## config.mk

```make
export PLATFORM = sky130hd
export DESIGN_NAME = fni_top
export DESIGN_NICKNAME = d
export VERILOG_FILES = /design/src/inc/fni_pkg.sv /design/src/hw/fni_top.sv /design/src/hw/fni_accum.sv /design/src/hw/fni_lfsr.sv
export VERILOG_INCLUDE_DIRS = /design/src /design/src/inc
export SDC_FILE = /design/constraint.sdc
export NUM_CORES = 1
export LEC_CHECK = 0
export BUFFER_PORTS_ARGS = -buffer_cell sky130_fd_sc_hd__buf_2
export CAP_MARGIN = 20
export CORE_UTILIZATION = 34
export CTS_CLUSTER_SIZE = 20
export DETAILED_ROUTE_END_ITERATION = 12
export PLACE_DENSITY = 0.53
export RECOVER_POWER = 100
export SETUP_SLACK_MARGIN = 0.2
export SYNTH_ARGS = -nofsm -noshare
export SYNTH_HDL_FRONTEND = slang
export SYNTH_SLANG_ARGS = --single-unit
```

## constraint.sdc

```tcl
create_clock -name MCLK_IN -period 15.6 [get_ports MCLK_IN]
set_clock_uncertainty 0.1 [all_clocks]
set_input_delay 3.12 -clock MCLK_IN [delete_from_list [all_inputs] [get_ports MCLK_IN]]
set_output_delay 3.12 -clock MCLK_IN [all_outputs]
set_load 0.02 [all_outputs]
```

## src/inc/fni_defines.svh

```systemverilog
// Register map, field positions, reset values and constants of the interpolator block
`ifndef FNI_DEFINES_SVH
`define FNI_DEFINES_SVH

`define FNI_ADDR_NDIV      8'h00
`define FNI_ADDR_RDIV      8'h04
`define FNI_ADDR_CTRL      8'h08
`define FNI_ADDR_STAT      8'h0c

`define FNI_NDIV_INT_LSB   0
`define FNI_NDIV_FRACTIONAL_NUMERATOR_LSB  16
`define FNI_NDIV_FL_BIT    31
`define FNI_RDIV_MOD_LSB   0
`define FNI_RDIV_R_LSB     12
`define FNI_RDIV_DBL_BIT   16
`define FNI_CTRL_CP_LSB    0
`define FNI_CTRL_MUX_LSB   4
`define FNI_CTRL_MODE_LSB  6
`define FNI_STAT_CP_LSB    0
`define FNI_STAT_SW_BIT    4
`define FNI_STAT_DITH_BIT  5
`define FNI_STAT_RATIO_LSB 16

`define FNI_INT_RST        16'h0040
`define FNI_FRACTIONAL_NUMERATOR_RST       12'h000
`define FNI_MOD_RST        12'h064
`define FNI_MOD_MIN        12'h002
`define FNI_R_RST          4'h1
`define FNI_CP_RST         4'h0
`define FNI_CP_MAX         4'hf
`define FNI_LFSR_SEED      21'h000001

`define FNI_RESP_OKAY      2'h0
`define FNI_RESP_SLVERR    2'h2

`endif

```

## src/inc/fni_pkg.sv

```systemverilog
// Types shared by the interpolator modules
package fni_pkg;

	typedef enum logic [1:0] {
		FNI_LOWEST_NOISE = 2'h0,
		FNI_NOISE_SPUR   = 2'h1,
		FNI_LOW_SPUR     = 2'h2
	} fni_mode_t;

	typedef enum logic [1:0] {
		FNI_MUX_LOW    = 2'h0,
		FNI_MUX_PFD    = 2'h1,
		FNI_MUX_FLSW   = 2'h2,
		FNI_MUX_DITHER = 2'h3
	} fni_mux_t;

	typedef struct packed {
		logic [11:0] res;
	} fni_acc_state_t;

	typedef struct packed {
		logic [20:0] sr;
	} fni_lfsr_state_t;

	typedef struct packed {
		logic        aw_ok;
		logic [7:0]  aw_addr;
		logic        w_ok;
		logic [31:0] w_data;
		logic [3:0]  w_strb;
		logic        bvalid;
		logic [1:0]  bresp;
		logic        rvalid;
		logic [31:0] rdata;
		logic [1:0]  rresp;
		logic [15:0] int_div;
		logic [11:0] fractional_numerator;
		logic        fastlock;
		logic [11:0] mod_act;
		logic [11:0] mod_pend;
		logic [3:0]  rdiv;
		logic        dbl;
		logic [3:0]  cp_set;
		fni_mux_t    mux_sel;
		fni_mode_t   mode;
		logic        ref_prev;
		logic [3:0]  rcnt;
		logic        tick;
		logic        load;
		logic        c2z;
		logic        c3z;
		logic        c3zz;
		logic [15:0] ratio;
	} fni_top_state_t;

endpackage

```

## src/hw/fni_top.sv

```systemverilog
// Fractional-N divide-ratio controller with AXI4-Lite register access
// Function
// - Third-order modulator; modulus any integer 2 to 4095 in twelve bits.
// - Modulator steps once per phase detector cycle.
// - Average divide ratio equals integer part plus numerator over modulus.
// - Without dither the sequence repeats after 1, 2, 3 or 6 moduli.
// - With dither the sequence repeats after 2^21 cycles.
// - Dither off in both noise modes, on only in low spur mode.
// - Fastlock set forces maximum charge pump current.
// - Host selects switch function on mux output; switch closes during fastlock.
// - Fastlock cleared restores programmed current and opens the switch.
// - Doubler on doubles reference rate before divider and detector.
// - Same channel always gives the same spur pattern.
// - Reference divided by 1 to 15 to form the detector clock.
// - Doubler bit 0 bypasses, bit 1 doubles.
//
// Implementation choices: the register addresses and register access over AXI4-Lite.
`timescale 1ns/1ps
`include "fni_defines.svh"
module fni_top (
	input  wire logic        MCLK_IN,
	input  wire logic        NRST_IN,
	input  wire logic [7:0]  S_AXI_AWADDR_IN,
	input  wire logic        S_AXI_AWVALID_IN,
	output logic             S_AXI_AWREADY_OUT,
	input  wire logic [31:0] S_AXI_WDATA_IN,
	input  wire logic [3:0]  S_AXI_WSTRB_IN,
	input  wire logic        S_AXI_WVALID_IN,
	output logic             S_AXI_WREADY_OUT,
	output logic [1:0]       S_AXI_BRESP_OUT,
	output logic             S_AXI_BVALID_OUT,
	input  wire logic        S_AXI_BREADY_IN,
	input  wire logic [7:0]  S_AXI_ARADDR_IN,
	input  wire logic        S_AXI_ARVALID_IN,
	output logic             S_AXI_ARREADY_OUT,
	output logic [31:0]      S_AXI_RDATA_OUT,
	output logic [1:0]       S_AXI_RRESP_OUT,
	output logic             S_AXI_RVALID_OUT,
	input  wire logic        S_AXI_RREADY_IN,
	input  wire logic        REFERENCE_INPUT_IN,
	output logic [15:0]      DIV_RATIO_OUT,
	output logic             PFD_TICK_OUT,
	output logic [3:0]       CP_CURRENT_OUT,
	output logic             FL_SWITCH_OUT,
	output logic             MULTIPLEXED_OUTPUT_OUT
);
	fni_pkg::fni_top_state_t st_q;
	fni_pkg::fni_top_state_t st_d;

	logic [11:0] res1;
	logic [11:0] res2;
	logic [11:0] res3;
	logic        c1;
	logic        c2;
	logic        c3;
	logic        dither_en;
	logic        dither_bit;
	logic [11:0] stage3_add;
	logic [4:0]  ysum;
	logic        ref_event;
	logic [3:0]  rdiv_eff;
	logic [3:0]  cp_eff;
	logic        sw_closed;
	logic [31:0] wmask;
	logic [31:0] merged;
	logic [31:0] rd_word;
	logic        rd_hit;
	logic [11:0] mod_load;
	logic        wr_fire;

	// Dither only in the low spur mode
	assign dither_en = (st_q.mode == fni_pkg::FNI_LOW_SPUR);
	// Residual of stage two is below the modulus, so adding one bit never overflows
	assign stage3_add = res2 + {11'h000, dither_bit};

	// Three cascaded first-order stages form the third-order modulator
	fni_accum u_acc1 (
		.clk_in      (MCLK_IN),
		.rst_n_in    (NRST_IN),
		.clr_in      (st_q.load),
		.step_in     (st_q.tick),
		.modulus_in  (st_q.mod_act),
		.add_in      (st_q.fractional_numerator),
		.res_nxt_out (res1),
		.carry_out   (c1)
	);

	fni_accum u_acc2 (
		.clk_in      (MCLK_IN),
		.rst_n_in    (NRST_IN),
		.clr_in      (st_q.load),
		.step_in     (st_q.tick),
		.modulus_in  (st_q.mod_act),
		.add_in      (res1),
		.res_nxt_out (res2),
		.carry_out   (c2)
	);

	fni_accum u_acc3 (
		.clk_in      (MCLK_IN),
		.rst_n_in    (NRST_IN),
		.clr_in      (st_q.load),
		.step_in     (st_q.tick),
		.modulus_in  (st_q.mod_act),
		.add_in      (stage3_add),
		.res_nxt_out (res3),
		.carry_out   (c3)
	);

	// The dither word restarts with each setting so a channel repeats its pattern
	fni_lfsr u_dither (
		.clk_in   (MCLK_IN),
		.rst_n_in (NRST_IN),
		.clr_in   (st_q.load),
		.step_in  (st_q.tick),
		.en_in    (dither_en),
		.bit_out  (dither_bit)
	);

	always_comb
	begin
		st_d = st_q;
		st_d.tick = 1'b0;
		st_d.load = 1'b0;
		wr_fire = 1'b0;

		// Fastlock overrides the programmed current, and closes the switch only when the mux selects the switch function
		cp_eff = st_q.fastlock ? `FNI_CP_MAX : st_q.cp_set;
		sw_closed = st_q.fastlock && (st_q.mux_sel == fni_pkg::FNI_MUX_FLSW);

		// Write channel: address and data taken in either order
		S_AXI_AWREADY_OUT = !st_q.aw_ok && !st_q.bvalid;
		S_AXI_WREADY_OUT = !st_q.w_ok && !st_q.bvalid;
		if (S_AXI_AWVALID_IN && S_AXI_AWREADY_OUT)
		begin
			st_d.aw_ok = 1'b1;
			st_d.aw_addr = S_AXI_AWADDR_IN;
		end
		if (S_AXI_WVALID_IN && S_AXI_WREADY_OUT)
		begin
			st_d.w_ok = 1'b1;
			st_d.w_data = S_AXI_WDATA_IN;
			st_d.w_strb = S_AXI_WSTRB_IN;
		end
		if (st_q.bvalid && S_AXI_BREADY_IN)
			st_d.bvalid = 1'b0;

		for (int i = 0; i < 4; i++)
			wmask[i * 8 +: 8] = {8{st_q.w_strb[i]}};

		rd_word = 32'h0000_0000;
		merged = 32'h0000_0000;
		mod_load = (st_q.mod_pend < `FNI_MOD_MIN) ? `FNI_MOD_MIN : st_q.mod_pend;

		if (st_q.aw_ok && st_q.w_ok)
		begin
			wr_fire = 1'b1;
			st_d.aw_ok = 1'b0;
			st_d.w_ok = 1'b0;
			st_d.bvalid = 1'b1;
			st_d.bresp = `FNI_RESP_OKAY;
			case (st_q.aw_addr)
				`FNI_ADDR_NDIV:
				begin
					merged = (st_q.w_data & wmask) |
						({st_q.fastlock, 3'h0, st_q.fractional_numerator, st_q.int_div} & ~wmask);
					st_d.int_div = merged[`FNI_NDIV_INT_LSB +: 16];
					st_d.fractional_numerator = merged[`FNI_NDIV_FRACTIONAL_NUMERATOR_LSB +: 12];
					st_d.fastlock = merged[`FNI_NDIV_FL_BIT];
					// A pending modulus only takes effect with a divide-setting write
					st_d.mod_act = mod_load;
					st_d.load = 1'b1;
				end
				`FNI_ADDR_RDIV:
				begin
					merged = (st_q.w_data & wmask) |
						({15'h0000, st_q.dbl, st_q.rdiv, st_q.mod_pend} & ~wmask);
					st_d.mod_pend = merged[`FNI_RDIV_MOD_LSB +: 12];
					st_d.rdiv = merged[`FNI_RDIV_R_LSB +: 4];
					st_d.dbl = merged[`FNI_RDIV_DBL_BIT];
				end
				`FNI_ADDR_CTRL:
				begin
					merged = (st_q.w_data & wmask) |
						({24'h000000, st_q.mode, st_q.mux_sel, st_q.cp_set} & ~wmask);
					st_d.cp_set = merged[`FNI_CTRL_CP_LSB +: 4];
					st_d.mux_sel = fni_pkg::fni_mux_t'(merged[`FNI_CTRL_MUX_LSB +: 2]);
					st_d.mode = fni_pkg::fni_mode_t'(merged[`FNI_CTRL_MODE_LSB +: 2]);
				end
				`FNI_ADDR_STAT:
					st_d.bresp = `FNI_RESP_OKAY;
				default:
					st_d.bresp = `FNI_RESP_SLVERR;
			endcase
		end

		// Read channel: one-cycle answer from a register
		S_AXI_ARREADY_OUT = !st_q.rvalid;
		rd_hit = 1'b1;
		case (S_AXI_ARADDR_IN)
			`FNI_ADDR_NDIV:
				rd_word = {st_q.fastlock, 3'h0, st_q.fractional_numerator, st_q.int_div};
			`FNI_ADDR_RDIV:
				rd_word = {15'h0000, st_q.dbl, st_q.rdiv, st_q.mod_pend};
			`FNI_ADDR_CTRL:
				rd_word = {24'h000000, st_q.mode, st_q.mux_sel, st_q.cp_set};
			`FNI_ADDR_STAT:
				rd_word = {st_q.ratio, 10'h000, dither_en, sw_closed, cp_eff};
			default:
				rd_hit = 1'b0;
		endcase
		if (st_q.rvalid && S_AXI_RREADY_IN)
			st_d.rvalid = 1'b0;
		if (S_AXI_ARVALID_IN && S_AXI_ARREADY_OUT)
		begin
			st_d.rvalid = 1'b1;
			st_d.rdata = rd_word;
			st_d.rresp = rd_hit ? `FNI_RESP_OKAY : `FNI_RESP_SLVERR;
		end

		// Reference edges: falling edge only, or both edges when doubled
		st_d.ref_prev = REFERENCE_INPUT_IN;
		if (st_q.dbl)
			ref_event = st_q.ref_prev ^ REFERENCE_INPUT_IN;
		else
			ref_event = st_q.ref_prev && !REFERENCE_INPUT_IN;

		// Divide ratio 0 is treated as 1 so the detector clock never stops
		rdiv_eff = (st_q.rdiv == 4'h0) ? 4'h1 : st_q.rdiv;
		if (ref_event)
		begin
			if (st_q.rcnt + 4'h1 >= rdiv_eff)
			begin
				st_d.rcnt = 4'h0;
				st_d.tick = 1'b1;
			end
			else
				st_d.rcnt = st_q.rcnt + 4'h1;
		end

		// Noise-shaped sum: c1 + (1-z)c2 + (1-z)^2 c3, range -3 to +4
		ysum = 5'(c1) + 5'(c2) - 5'(st_q.c2z) + 5'(c3)
			- 5'({st_q.c3z, 1'b0}) + 5'(st_q.c3zz);
		if (st_q.load)
		begin
			st_d.c2z = 1'b0;
			st_d.c3z = 1'b0;
			st_d.c3zz = 1'b0;
			st_d.ratio = st_q.int_div;
		end
		else if (st_q.tick)
		begin
			st_d.c2z = c2;
			st_d.c3z = c3;
			st_d.c3zz = st_q.c3z;
			st_d.ratio = st_q.int_div + {{11{ysum[4]}}, ysum};
		end
	end

	always_ff @(posedge MCLK_IN)
	begin
		if (!NRST_IN)
		begin
			st_q <= '0;
			st_q.int_div <= `FNI_INT_RST;
			st_q.fractional_numerator <= `FNI_FRACTIONAL_NUMERATOR_RST;
			st_q.mod_act <= `FNI_MOD_RST;
			st_q.mod_pend <= `FNI_MOD_RST;
			st_q.rdiv <= `FNI_R_RST;
			st_q.cp_set <= `FNI_CP_RST;
			st_q.ratio <= `FNI_INT_RST;
			st_q.mux_sel <= fni_pkg::FNI_MUX_LOW;
			st_q.mode <= fni_pkg::FNI_LOWEST_NOISE;
		end
		else
			st_q <= st_d;
	end

	assign S_AXI_BVALID_OUT = st_q.bvalid;
	assign S_AXI_BRESP_OUT = st_q.bresp;
	assign S_AXI_RVALID_OUT = st_q.rvalid;
	assign S_AXI_RDATA_OUT = st_q.rdata;
	assign S_AXI_RRESP_OUT = st_q.rresp;
	assign DIV_RATIO_OUT = st_q.ratio;
	assign PFD_TICK_OUT = st_q.tick;

	// Current and switch are registered so the analog side sees clean levels
	logic [3:0] cp_out_q;
	logic       sw_out_q;
	logic       mux_out_q;
	logic       mux_d;

	always_comb
	begin
		case (st_q.mux_sel)
			fni_pkg::FNI_MUX_PFD:
				mux_d = st_q.tick;
			fni_pkg::FNI_MUX_FLSW:
				mux_d = sw_closed;
			fni_pkg::FNI_MUX_DITHER:
				mux_d = dither_bit;
			default:
				mux_d = 1'b0;
		endcase
	end

	always_ff @(posedge MCLK_IN)
	begin
		if (!NRST_IN)
		begin
			cp_out_q <= `FNI_CP_RST;
			sw_out_q <= 1'b0;
			mux_out_q <= 1'b0;
		end
		else
		begin
			cp_out_q <= cp_eff;
			sw_out_q <= sw_closed;
			mux_out_q <= mux_d;
		end
	end

	assign CP_CURRENT_OUT = cp_out_q;
	assign FL_SWITCH_OUT = sw_out_q;
	assign MULTIPLEXED_OUTPUT_OUT = mux_out_q;
endmodule

```

## src/hw/fni_accum.sv

```systemverilog
// One modulo accumulator stage of the cascaded modulator
`timescale 1ns/1ps
module fni_accum (
	input  wire logic        clk_in,
	input  wire logic        rst_n_in,
	input  wire logic        clr_in,
	input  wire logic        step_in,
	input  wire logic [11:0] modulus_in,
	input  wire logic [11:0] add_in,
	output logic      [11:0] res_nxt_out,
	output logic             carry_out
);
	fni_pkg::fni_acc_state_t st_q;
	fni_pkg::fni_acc_state_t st_d;
	logic [12:0]             sum;

	always_comb
	begin
		sum = {1'b0, st_q.res} + {1'b0, add_in};
		carry_out = (sum >= {1'b0, modulus_in});
		res_nxt_out = carry_out ? 12'(sum - {1'b0, modulus_in}) : sum[11:0];
		st_d = st_q;
		// Clear beats a step so a new setting always starts from zero
		if (clr_in)
			st_d.res = 12'h000;
		else if (step_in)
			st_d.res = res_nxt_out;
	end

	always_ff @(posedge clk_in)
	begin
		if (!rst_n_in)
			st_q <= '0;
		else
			st_q <= st_d;
	end
endmodule

```

## src/hw/fni_lfsr.sv

```systemverilog
// Dither source: maximal length shift register of 21 bits
`timescale 1ns/1ps
`include "fni_defines.svh"
module fni_lfsr (
	input  wire logic clk_in,
	input  wire logic rst_n_in,
	input  wire logic clr_in,
	input  wire logic step_in,
	input  wire logic en_in,
	output logic      bit_out
);
	fni_pkg::fni_lfsr_state_t st_q;
	fni_pkg::fni_lfsr_state_t st_d;

	always_comb
	begin
		st_d = st_q;
		if (clr_in)
			st_d.sr = `FNI_LFSR_SEED;
		else if (step_in)
			st_d.sr = {st_q.sr[19:0], st_q.sr[20] ^ st_q.sr[18]};
		bit_out = st_q.sr[0] & en_in;
	end

	always_ff @(posedge clk_in)
	begin
		if (!rst_n_in)
			st_q.sr <= `FNI_LFSR_SEED;
		else
			st_q <= st_d;
	end
endmodule

```

# == Word level (Yosys, flattened, before mapping) ==
# Cells that the tools add are included.
# W data, S select, Z words.
# op_classes
addsub,14
n_mul,0
div,0
order_cmp,5
eq_ne,10
shift,0
muxes,21
n_bitwise,12
n_reduce_logical,30
# ops
cell,n
$pmux W32 S4,1
$and A32 B32 Y32,2
$mux W12,4
$add A12 B12 Y13,3
$ge A13 B12 Y1,3
$sub A12 B12 Y12,3
$mux W35,1
$eq A8 B4 Y1 const B,4
$mux W16,2
$not A32 Y32,1
$or A32 B32 Y32,1
$and A17 B17 Y17,1
$or A17 B17 Y17,1
$add A16 B16 Y16,1
$eq A8 B3 Y1 const B,2
$logic_not A8 Y1,2
$add A12 B1 Y12,1
$lt A12 B2 Y1 const B,1
$mux W4,3
$logic_and A1 B1 Y1,10
$reduce_and A2 Y1,5
$and A8 B8 Y8,1
$or A8 B8 Y8,1
$reduce_or A4 Y1,2
other kinds (20),36
# word_totals
register_bits,239
latch_bits,0
ram_bits,0
romBits,0
input_bits,60
out_inout_bits,64
word_cells,127
mem_count,0

# == Longest topological paths before layout ==
# Gate-level depths: netlist (run 1).
# logic_depth
ltp_word,15
mapped_depth,64
depth_no_buf,61

# == Modules after synthesis ==
# Synthesis (run 1) repeated with hierarchy kept, for this count alone.
# unflattened
hier_cells,1842
area_unflattened_um2,14883.0
# modules_own_cells
mod,instances,cells_each,area_per_inst_um2,seq_area_each_um2
fni_top,1,1047,8550.7,3543.4
fni_accum (u_acc1 ...),2,253,1918.1,240.2
fni_accum (u_acc2),1,217,1696.6,240.2
fni_lfsr,1,72,799.5,420.4

# == Least setup slack after synthesis (run 1) ==
# OpenSTA, ideal clock, no wires.
# synth_timing
path_kind,register to register
from,register with a tool-made name
to,"register st_q, in the netlist DIV_RATIO_OUT[15]"
setup_time_ns,0.076
arrival_ns,13.320
required_time_ns,15.424
setup_slack_ns,2.105
stages_incl_launch_ff,60
path_buffers,3
period_less_slack_ns,13.495
path_cell_list,dfxtp_1 ha_1 fa_1 a211oi_2 o21ai_1 a311o_1 a31o_2 a21oi_1 xnor2_1 ha_1 nand4_1 nor2_1 a21o_1 o221a_2 clkbuf_1 nor2_4 mux2_2 ha_1 (+24 left out) nand2_1 or4_1 o211ai_1 a21oi_4 buf_6 fa_1 ha_1 inv_1 fa_1 ha_1 nand3_1 o2111ai_1 nand2_1 o31ai_1 a41oi_1 nor3_1 mux2_2 a21boi_0
# synth_lines
element,line,rtl
to (signal assigned),fni_top.sv:276,st_q <= st_d;
to (decl),fni_top.sv:47,fni_pkg::fni_top_state_t st_q;

==> out/metrics.cfg, run 1 <==
[status]
status=finished with violations
violations=capacitance limit, slew limit

[timing]
max_freq_mhz=67.5
relSlewSlack_pct=-170
hold_viol=0
period_share_pct=94.9
setup_viol=0
slew_violations=224
hold_slack_ns=0.366
period_needed_ns=14.81
tightest_slew_ns=4.04
rsz0062_at_grt=true

[place]
port_buffers=118
hpwl_um=30400
globalplace.congestion=0.875

[global_route]
antenna_found_initial=3
grt_pass1_vias=11628
grt_max_degree=110
grt_pass1_wl_um=65000
overflow=0
track_usage_pct=18.6

[detailed_routing]
first_iter_violations=937
drc=0
wl_per_cell_um=17.5
drtAntennaViolNets=0
vias_per_cell=5.24
drtPass1Iterations=5
routed_wl_um=41400
vias=12362

[synthesis]
ys.flop_type=dfxtp_1
yosys_warnings=0
ys_ff_latch=234
yosysSeqAreaShare_pct=32.2
postSynthCellCount=1757
ys_types=80
avgSynthCellArea_sq_um=8.28
netlist_top_cells_area=dfxtp_1 (32%), ha_1 (8.8%), nand2_1 (6.2%)
yosys.area.top_type=dfxtp_1
synth_edf_count=0
syn_area_sq_um=14600
yosysMostFrequentCell=nand2_1
synthArstFlopShare_pct=0
yosys-top-cells-count=nand2_1 (240), dfxtp_1 (234), nor2_1 (114)
netlist.area_leader.share_pct=32.2

[setup_path]
reg2reg_slack_ns=0.79
crit_arrival_ns=15.13
crit_type=register to register
crit_path_max_incr_delay_ns=0.56
cp-start-kind=register
cp_slowest_cell=o41ai_1
worstPathRequired_ns=15.93
crit_fanout=20
critPathCaptureType=register

[clock_network]
cts_buffers=27
cts-root-buf=clkbuf_16
cts_hold_buffers=0
path_clk_slew_ns=0.06
clockBufferDepth=3
cts_max_level=1
cts_tree=yes
cts.sinks=234
clkLatencyLatePin_ns=0.56

[die]
num_io_pins=124
die_x_um=209
start_util_pct=34.6
dieArea_sq_um=43600
row_count=75
coreArea_sq_um=42000
die_y_um=209

[finish]
seq_area_sq_um=4680
final_core_util_pct=38.7
layout-drive-gt1-share_pct=9.73
area_growth_pct=11.7
num_antenna_cells=0
fin_nets=1971
num-fill-cells=4405
multi_input_area_sq_um=8980

[power]
p_leak_nw=6.53
peakVddDrop_uv=88.6
p_per_area_nw_per_um2=125

[flow_run]
max-cap-violations=3

[hold_path]
hold_class=register to register

## worst max-delay path, delay by kind of cell, from the launching register on
family / cells / cell delay, ns
buffers and inverters: 3 / 0.45
DFF: 1 / 0.36
xor gates and xnor gates: 4 / 0.72
muxes: 2 / 0.63
and+or+nand+nor: 8 / 1.55
AOI/OAI and AO/OA: 27 / 6.62
adders and majority gates: 12 / 4.22
## through the flow
stage	setup slack, ns	setup TNS, ns	instance area (sq um)	power [W]	instances
3_3_place_gp	0.696	0	15200	0.00129	2292
3_5_place_dp	0.640	0	15200	0.00131	2293
5_1_grt	-0.0224	-0.0224	16300	0.00215	2358
4_1_cts	0.468	0	16200	0.00198	2342
6_report	0.794	0	16300	0.00203	2358
2_1_floorplan	2.10	0	14600	0.00117	1758
## final cells by class
type,count,area share (%)
Multi-Input combinational cell,1325,55.2
Sequential cell,234,28.8
Clock buffer,34,4.75
Timing Repair Buffer,148,4.52
Tap cell,539,4.15
Inverter,63,1.48
Clock inverter,15,1.08
## cell usage in the layout, fill, tap and decap left out, types with 10 or more instances in the layout
| cell | count |
|---|---|
| a21o_1 | 21 |
| and3_1 | 14 |
| and2_1 | 33 |
| a211oi_1 | 18 |
| xnor2_1 | 51 |
| dfxtp_1 | 234 |
| a22oi_1 | 19 |
| inv_1 | 62 |
| nor3_1 | 26 |
| nand2b_1 | 11 |
| buf_2 | 56 |
| o21a_1 | 16 |
| mux2i_1 | 83 |
| buf_4 | 26 |
| nor2b_1 | 47 |
| nand2_1 | 240 |
| clkbuf_16 | 27 |
| nor2_1 | 114 |
| clkbuf_1 | 65 |
| or3_1 | 11 |
| a31oi_1 | 11 |
| fa_1 | 10 |
| o211ai_1 | 17 |
| nand3_1 | 76 |
| a21oi_1 | 81 |
| o21ai_0 | 84 |
| xor2_1 | 17 |
| ha_1 | 98 |
| a21boi_0 | 89 |
## cell families (layout without fill, tap and decap cells)
family	Yosys count	after routing	share of synthesized area, %
other	1	2	0.0258
buffers and inverters	199	260	6.61
AO/OA/AOI/OAI	427	427	20.1
AND/OR/NAND/NOR	621	621	20.1
multiplexers	94	94	6.74
flip-flops	234	234	32.2
XOR/XNOR	69	69	4.15
adder cells (fa/ha/maj)	112	112	10.1
## routing by layer
| layer | global-route usage [%] | part of all wire (%) | vias to the layer above |
|---|---|---|---|
| met3 | 3.41 | 5.9 | 46 |
| met4 | 3.85 | 1.7 | 4 |
| met1 | 27.3 | 50 | 5823 |
| met2 | 28.2 | 42 | 274 |
| met5 | 0 | 0.048 | - |
| li1 | - | - | 6215 |
## report_power, final
part           switching [W]  internal [W]
logic               0.000408      0.000321
registers          0.0000160      0.000613
clock network       0.000272      0.000401
## what timing repair did
| item | CTS | global route |
|---|---|---|
| gates resized for setup | 0 | 12 |
| setup endpoints to repair | 0 | 10 |
| buffers inserted | 0 | 16 |
## final timing paths
kind,startpoint,cells past startpoint,to
worst max-delay path,register,56,DIV_RATIO_OUT[14]
worst max register to register,register,56,DIV_RATIO_OUT[14]
worst min register to register,st_q[151],2,st_q[151]
worst min-delay path,st_q[151],2,st_q[151]
(Power assumes the default switching activity.)
==> inputs of run 2 (changes only) <==
Settings changed: REMOVE_ABC_BUFFERS set to 1.
==> out/metrics.cfg, run 2 (synthesis gave the netlist of run 1 again) <==
[status]
status=finished with violations  ; unchanged
violations=capacitance limit, slew limit  ; unchanged

[die]
num_io_pins=124  ; unchanged
dieArea_sq_um=43600  ; unchanged
coreArea_sq_um=42000  ; unchanged
start_util_pct=34.6  ; unchanged
die_x_um=209  ; unchanged
die_y_um=209  ; unchanged
row_count=75  ; unchanged

[global_route]
grt_pass1_wl_um=64600  ; was 65,000 um
grt_pass1_vias=11711  ; was 11,628
track_usage_pct=18.5  ; was 18.6%
top_usage_layer=met2  ; unchanged
use_met2_pct=31.1  ; was 28.2%
antenna_found_initial=0  ; was 3
grt_max_degree=82  ; was 110
grtUsageMet3_pct=2.61  ; was 3.41%
gr-usage-met1_pct=24.3  ; was 27.3%
overflow=0  ; unchanged

[timing]
setup_tns_ns=0  ; unchanged
period_needed_ns=14.53  ; was 14.81 ns
setup_viol=0  ; unchanged
max_freq_mhz=68.8  ; was 67.5 MHz
hold_slack_ns=0.366  ; about the same
slew_violations=252  ; was 224
tightest_slew_ns=3.00  ; was 4.04 ns
hold_viol=0  ; unchanged
rsz0062_at_grt=false  ; was true
period_share_pct=93.2  ; was 94.9%
relSlewSlack_pct=-99.8  ; was -170%

[finish]
fin_nets=1965  ; was 1,971
num_antenna_cells=0  ; unchanged
layout_common_cells=nand2_1 (240), dfxtp_1 (234), nor2_1 (114)  ; unchanged
area_growth_pct=11.2  ; was 11.7%
layout-drive-gt1-share_pct=8.61  ; was 9.73%
fin_cells=2350  ; was 2,358
layout_commonest_cell=nand2_1  ; unchanged

[place]
dp.cells=2296  ; was 2,293
hpwl_um=29500  ; was 30,400 um
port_buffers=118  ; unchanged
globalplace.congestion=0.895  ; was 0.875

[clock_network]
clockBufferDepth=3  ; unchanged
cts.sinks=234  ; unchanged
cts_max_level=1  ; unchanged
cts-root-buf=clkbuf_16  ; unchanged
cts_tree=yes  ; unchanged
clkLatencyLatePin_ns=0.57  ; was 0.56 ns
cts_buffers=27  ; unchanged
path_clk_slew_ns=0.07  ; was 0.06 ns

[flow_run]
max-cap-violations=4  ; was 3

[setup_path]
cp-start-kind=register  ; unchanged
worst_path_most_repeated_cell=ha_1
worstPathRequired_ns=15.99  ; was 15.93 ns
critPathCaptureType=register  ; unchanged
crit_path_max_incr_delay_ns=0.47  ; was 0.56 ns
crit_arrival_ns=14.92  ; was 15.13 ns
crit_type=register to register  ; unchanged
crit_fanout=9  ; was 20
cp_slowest_cell=or4_1  ; was o41ai_1

[power]
p_leak_nw=6.46  ; was 6.53 nW
p_per_area_nw_per_um2=123  ; was 125 nW/um^2
peakVddDrop_uv=84.3  ; was 88.6 uV

[detailed_routing]
vias_per_cell=5.24  ; about the same
drc=0  ; unchanged
vias=12319  ; was 12,362
drtPass1Iterations=5  ; unchanged
drtAntennaViolNets=0  ; unchanged
routed_wl_um=40700  ; was 41,400 um
first_iter_violations=833  ; was 937
wl_per_cell_um=17.3  ; was 17.5 um

[hold_path]
hold_class=register to register  ; unchanged

run 2: path summary, 6_finish.rpt:
check                                     start           endpoint  slack (ns)  cells past startpoint
worst min-delay path            u_acc3.st_q[11]    u_acc3.st_q[11]        0.37                      2
worst max-delay path                   register  DIV_RATIO_OUT[15]        1.07                     58
worst max register to register         register  DIV_RATIO_OUT[15]        1.07                     58
worst min register to register  u_acc3.st_q[11]    u_acc3.st_q[11]        0.37                      2
run 2: worst max-delay path, delay by kind of cell, from the launching register on:
family	cells	cell delay (ns)
buffers and inverters	4	0.54
XOR/XNOR	3	0.54
AND/OR/NAND/NOR	10	1.99
flip-flops	1	0.37
multiplexers	3	1.00
adder cells (fa/ha/maj)	13	4.29
AO/OA/AOI/OAI	25	5.61
run 2: cell type report:
class	count	area (sq um)
fill	4361	25900
inverter	63	240
tap	539	674
multi-input combinational	1325	8940
sequential	234	4680
clock inverter	9	169
timing repair buffer	142	673
clock buffer	38	797
run 2: metrics by stage:
step / power (W) / util, % / worst slack (ns) / instance area (sq um)
6_report: 0.00199 / 38.5 / 1.07 / 16200
5_1_grt: 0.00211 / 38.5 / 0.0988 / 16200
4_1_cts: 0.00200 / 38.5 / 0.525 / 16200
3_5_place_dp: 0.00131 / 36.2 / 0.576 / 15200
3_3_place_gp: 0.00130 / 36.2 / 0.796 / 15200
2_1_floorplan: 0.00115 / - / 1.91 / 13800
run 2: power by group:
| part | switching, W | internal (W) |
|---|---|---|
| sequential | 0.0000163 | 0.000613 |
| clock | 0.000268 | 0.000422 |
| combinational | 0.000392 | 0.000280 |
run 2: routing by layer:
metal  vias up  wire (um)  share of wire [%]
li1       6216          -                  -
met5         -          0                  0
met2       268      18900                 46
met3        52       1790                4.4
met1      5783      19000                 47
met4         0       1040                2.6
run 2: what timing repair did:
action                     CTS  global route
hold endpoints to repair     0             0
hold buffers                 0             0
setup endpoints to repair    0             8
setup buffers                0             7
resized for setup            0            10
==> inputs of run 3 (changes only) <==
--- a/constraint.sdc
+++ b/constraint.sdc
@@ -3,3 +3,3 @@
 set_input_delay 3.12 -clock MCLK_IN [delete_from_list [all_inputs] [get_ports MCLK_IN]]
 set_output_delay 3.12 -clock MCLK_IN [all_outputs]
-set_load 0.02 [all_outputs]
+set_load 0.005 [all_outputs]
==> out/metrics.cfg, run 3 (synthesis gave the netlist of run 1 again) <==
[die]
die_y_um=209  ; unchanged
row_count=75  ; unchanged
coreArea_sq_um=42000  ; unchanged
num_io_pins=124  ; unchanged
dieArea_sq_um=43600  ; unchanged
start_util_pct=34.6  ; unchanged
die_x_um=209  ; unchanged

[setup_path]
cp_top_family=compound AO/OA/AOI/OAI gates  ; unchanged
worstPathRequired_ns=15.99  ; about the same
crit_arrival_ns=14.93  ; was 14.92 ns
crit_type=register to register  ; unchanged
r2r-end=DIV_RATIO_OUT[15]  ; unchanged
worst_path_most_repeated_cell=ha_1  ; unchanged
reg2reg_slack_ns=1.06  ; was 1.07 ns
critPathBufInv=4  ; unchanged
cp-start-kind=register  ; unchanged
crit_path_max_incr_delay_ns=0.47  ; about the same
critPathCaptureType=register  ; unchanged
cp_slowest_cell=or4_1  ; unchanged
crit_fanout=9  ; unchanged
r2r_cells=58  ; unchanged

[place]
hpwl_um=29500  ; unchanged
globalplace.congestion=0.895  ; unchanged
dp_slack_ns=0.576  ; unchanged
port_buffers=118  ; unchanged
post_dp_cell_area_sq_um=15200  ; unchanged

[detailed_routing]
drtPass1Iterations=5  ; unchanged
wl_per_cell_um=17.3  ; about the same
vias=12306  ; was 12,319
wl_met1_um=19200  ; was 19,000 um
first_iter_violations=814  ; was 833
met2_length_um=18800  ; was 18,900 um
routed_wl_um=40800  ; was 40,700 um
drc=0  ; unchanged
top_layer=met4  ; unchanged
wl_met3_um=1700  ; was 1790 um
vias_per_cell=5.24  ; about the same
drtAntennaViolNets=0  ; unchanged

[global_route]
grt_pass1_wl_um=64600  ; unchanged
overflow=0  ; unchanged
track_usage_pct=18.5  ; unchanged
grt_pass1_vias=11711  ; unchanged
grt_max_degree=82  ; unchanged
antenna_found_initial=0  ; unchanged

[hold_path]
worstHoldStart=u_acc3.st_q[11]  ; unchanged
hold-path-endpoint=u_acc3.st_q[11]  ; unchanged
hold_class=register to register  ; unchanged
holdPathStages=2  ; unchanged

[finish]
multi_input_area_sq_um=8940  ; unchanged
fin_nets=1965  ; unchanged
seq_area_sq_um=4680  ; unchanged
num_antenna_cells=0  ; unchanged
layout-drive-gt1-share_pct=10.2  ; was 8.61%
area_growth_pct=11.4  ; was 11.2%
layout_commonest_cell=nand2_1  ; unchanged
num-fill-cells=4352  ; was 4,361
final_core_util_pct=38.6  ; was 38.5%
layout_common_cells=nand2_1 (240), dfxtp_1 (234), nor2_1 (114)  ; unchanged
post-route-cell-area_sq_um=16200  ; about the same

[flow_run]
max-cap-violations=4  ; unchanged

[clock_network]
clkLatencyLatePin_ns=0.57  ; about the same
cts_tree=yes  ; unchanged
cts-root-buf=clkbuf_16  ; unchanged
cts.sinks=234  ; unchanged
path_clk_slew_ns=0.07  ; about the same
clockBufferDepth=3  ; unchanged
cts_hold_buffers=0  ; unchanged
cts_buffers=27  ; unchanged
cts_max_level=1  ; unchanged

[timing]
rsz0062_at_grt=false  ; unchanged
setup_viol=0  ; unchanged
setup_tns_ns=0  ; unchanged
period_needed_ns=14.54  ; was 14.53 ns
slew_violations=252  ; unchanged
max_freq_mhz=68.8  ; about the same
hold_viol=0  ; unchanged
tightest_slew_ns=3.01  ; was 3.00 ns
relSlewSlack_pct=-101  ; was -99.8%
period_share_pct=93.2  ; about the same
finalWorstSetupSlack_ns=1.06  ; was 1.07 ns

[status]
violations=capacitance limit, slew limit  ; unchanged
status=finished with violations  ; unchanged

[power]
power_w=0.00199  ; about the same
p_per_area_nw_per_um2=123  ; about the same
peakVddDrop_uv=84.4  ; was 84.3 uV
p_leak_nw=6.58  ; was 6.46 nW

-- run 3: cell type report --
type / instances / share of cell area, %
inverters: 63 / 1.48
repair buffers: 142 / 4.37
well taps: 539 / 4.16
flip-flops and latches: 234 / 28.9
clock inverters: 9 / 1.04
multi-input cells: 1325 / 55.1
clock buffers: 38 / 4.92
-- run 3: how the worst max path moves through the flow --
stage / depth (start not counted) / endpoint / slack [ns]
floorplan: 56 / DIV_RATIO_OUT[15] / 1.91
global placement: 58 / DIV_RATIO_OUT[15] / 0.80
detailed placement: 58 / DIV_RATIO_OUT[15] / 0.58
CTS: 58 / DIV_RATIO_OUT[15] / 0.52
global route: 59 / DIV_RATIO_OUT[15] / 0.1
finish: 58 / DIV_RATIO_OUT[15] / 1.06
-- run 3: power by group --
group / switching [W] / internal (W) / total [W]
registers: 0.0000163 / 0.000613 / 0.000629
logic: 0.000388 / 0.000280 / 0.000668
clock network: 0.000269 / 0.000422 / 0.000691
-- run 3: per-layer routing --
layer | global-route usage, % | vias to the layer above
li1 | - | 6216
met1 | 24.3 | 5796
met2 | 31.1 | 240
met3 | 2.61 | 54
met4 | 5.83 | 0
met5 | 0 | -
-- run 3: tightest hold or removal path, cell delays in order (launching register included) --
cell and delay (ns):
dfxtp_1 0.31, nand2_1 0.06, a21oi_1 0.05
-- run 3: repair_timing --
item,CTS,global route
resized for setup,0,10
buffers inserted,0,7
setup endpoints to repair,0,8
-- run 3: metrics by stage --
| step | instances | hold WS [ns] |
|---|---|---|
| 3_5_place_dp | 2296 | 0.359 |
| 2_1_floorplan | 1622 | 0.343 |
| 4_1_cts | 2343 | 0.367 |
| 5_1_grt | 2350 | 0.384 |
| 3_3_place_gp | 2296 | 0.354 |
| 6_report | 2350 | 0.367 |
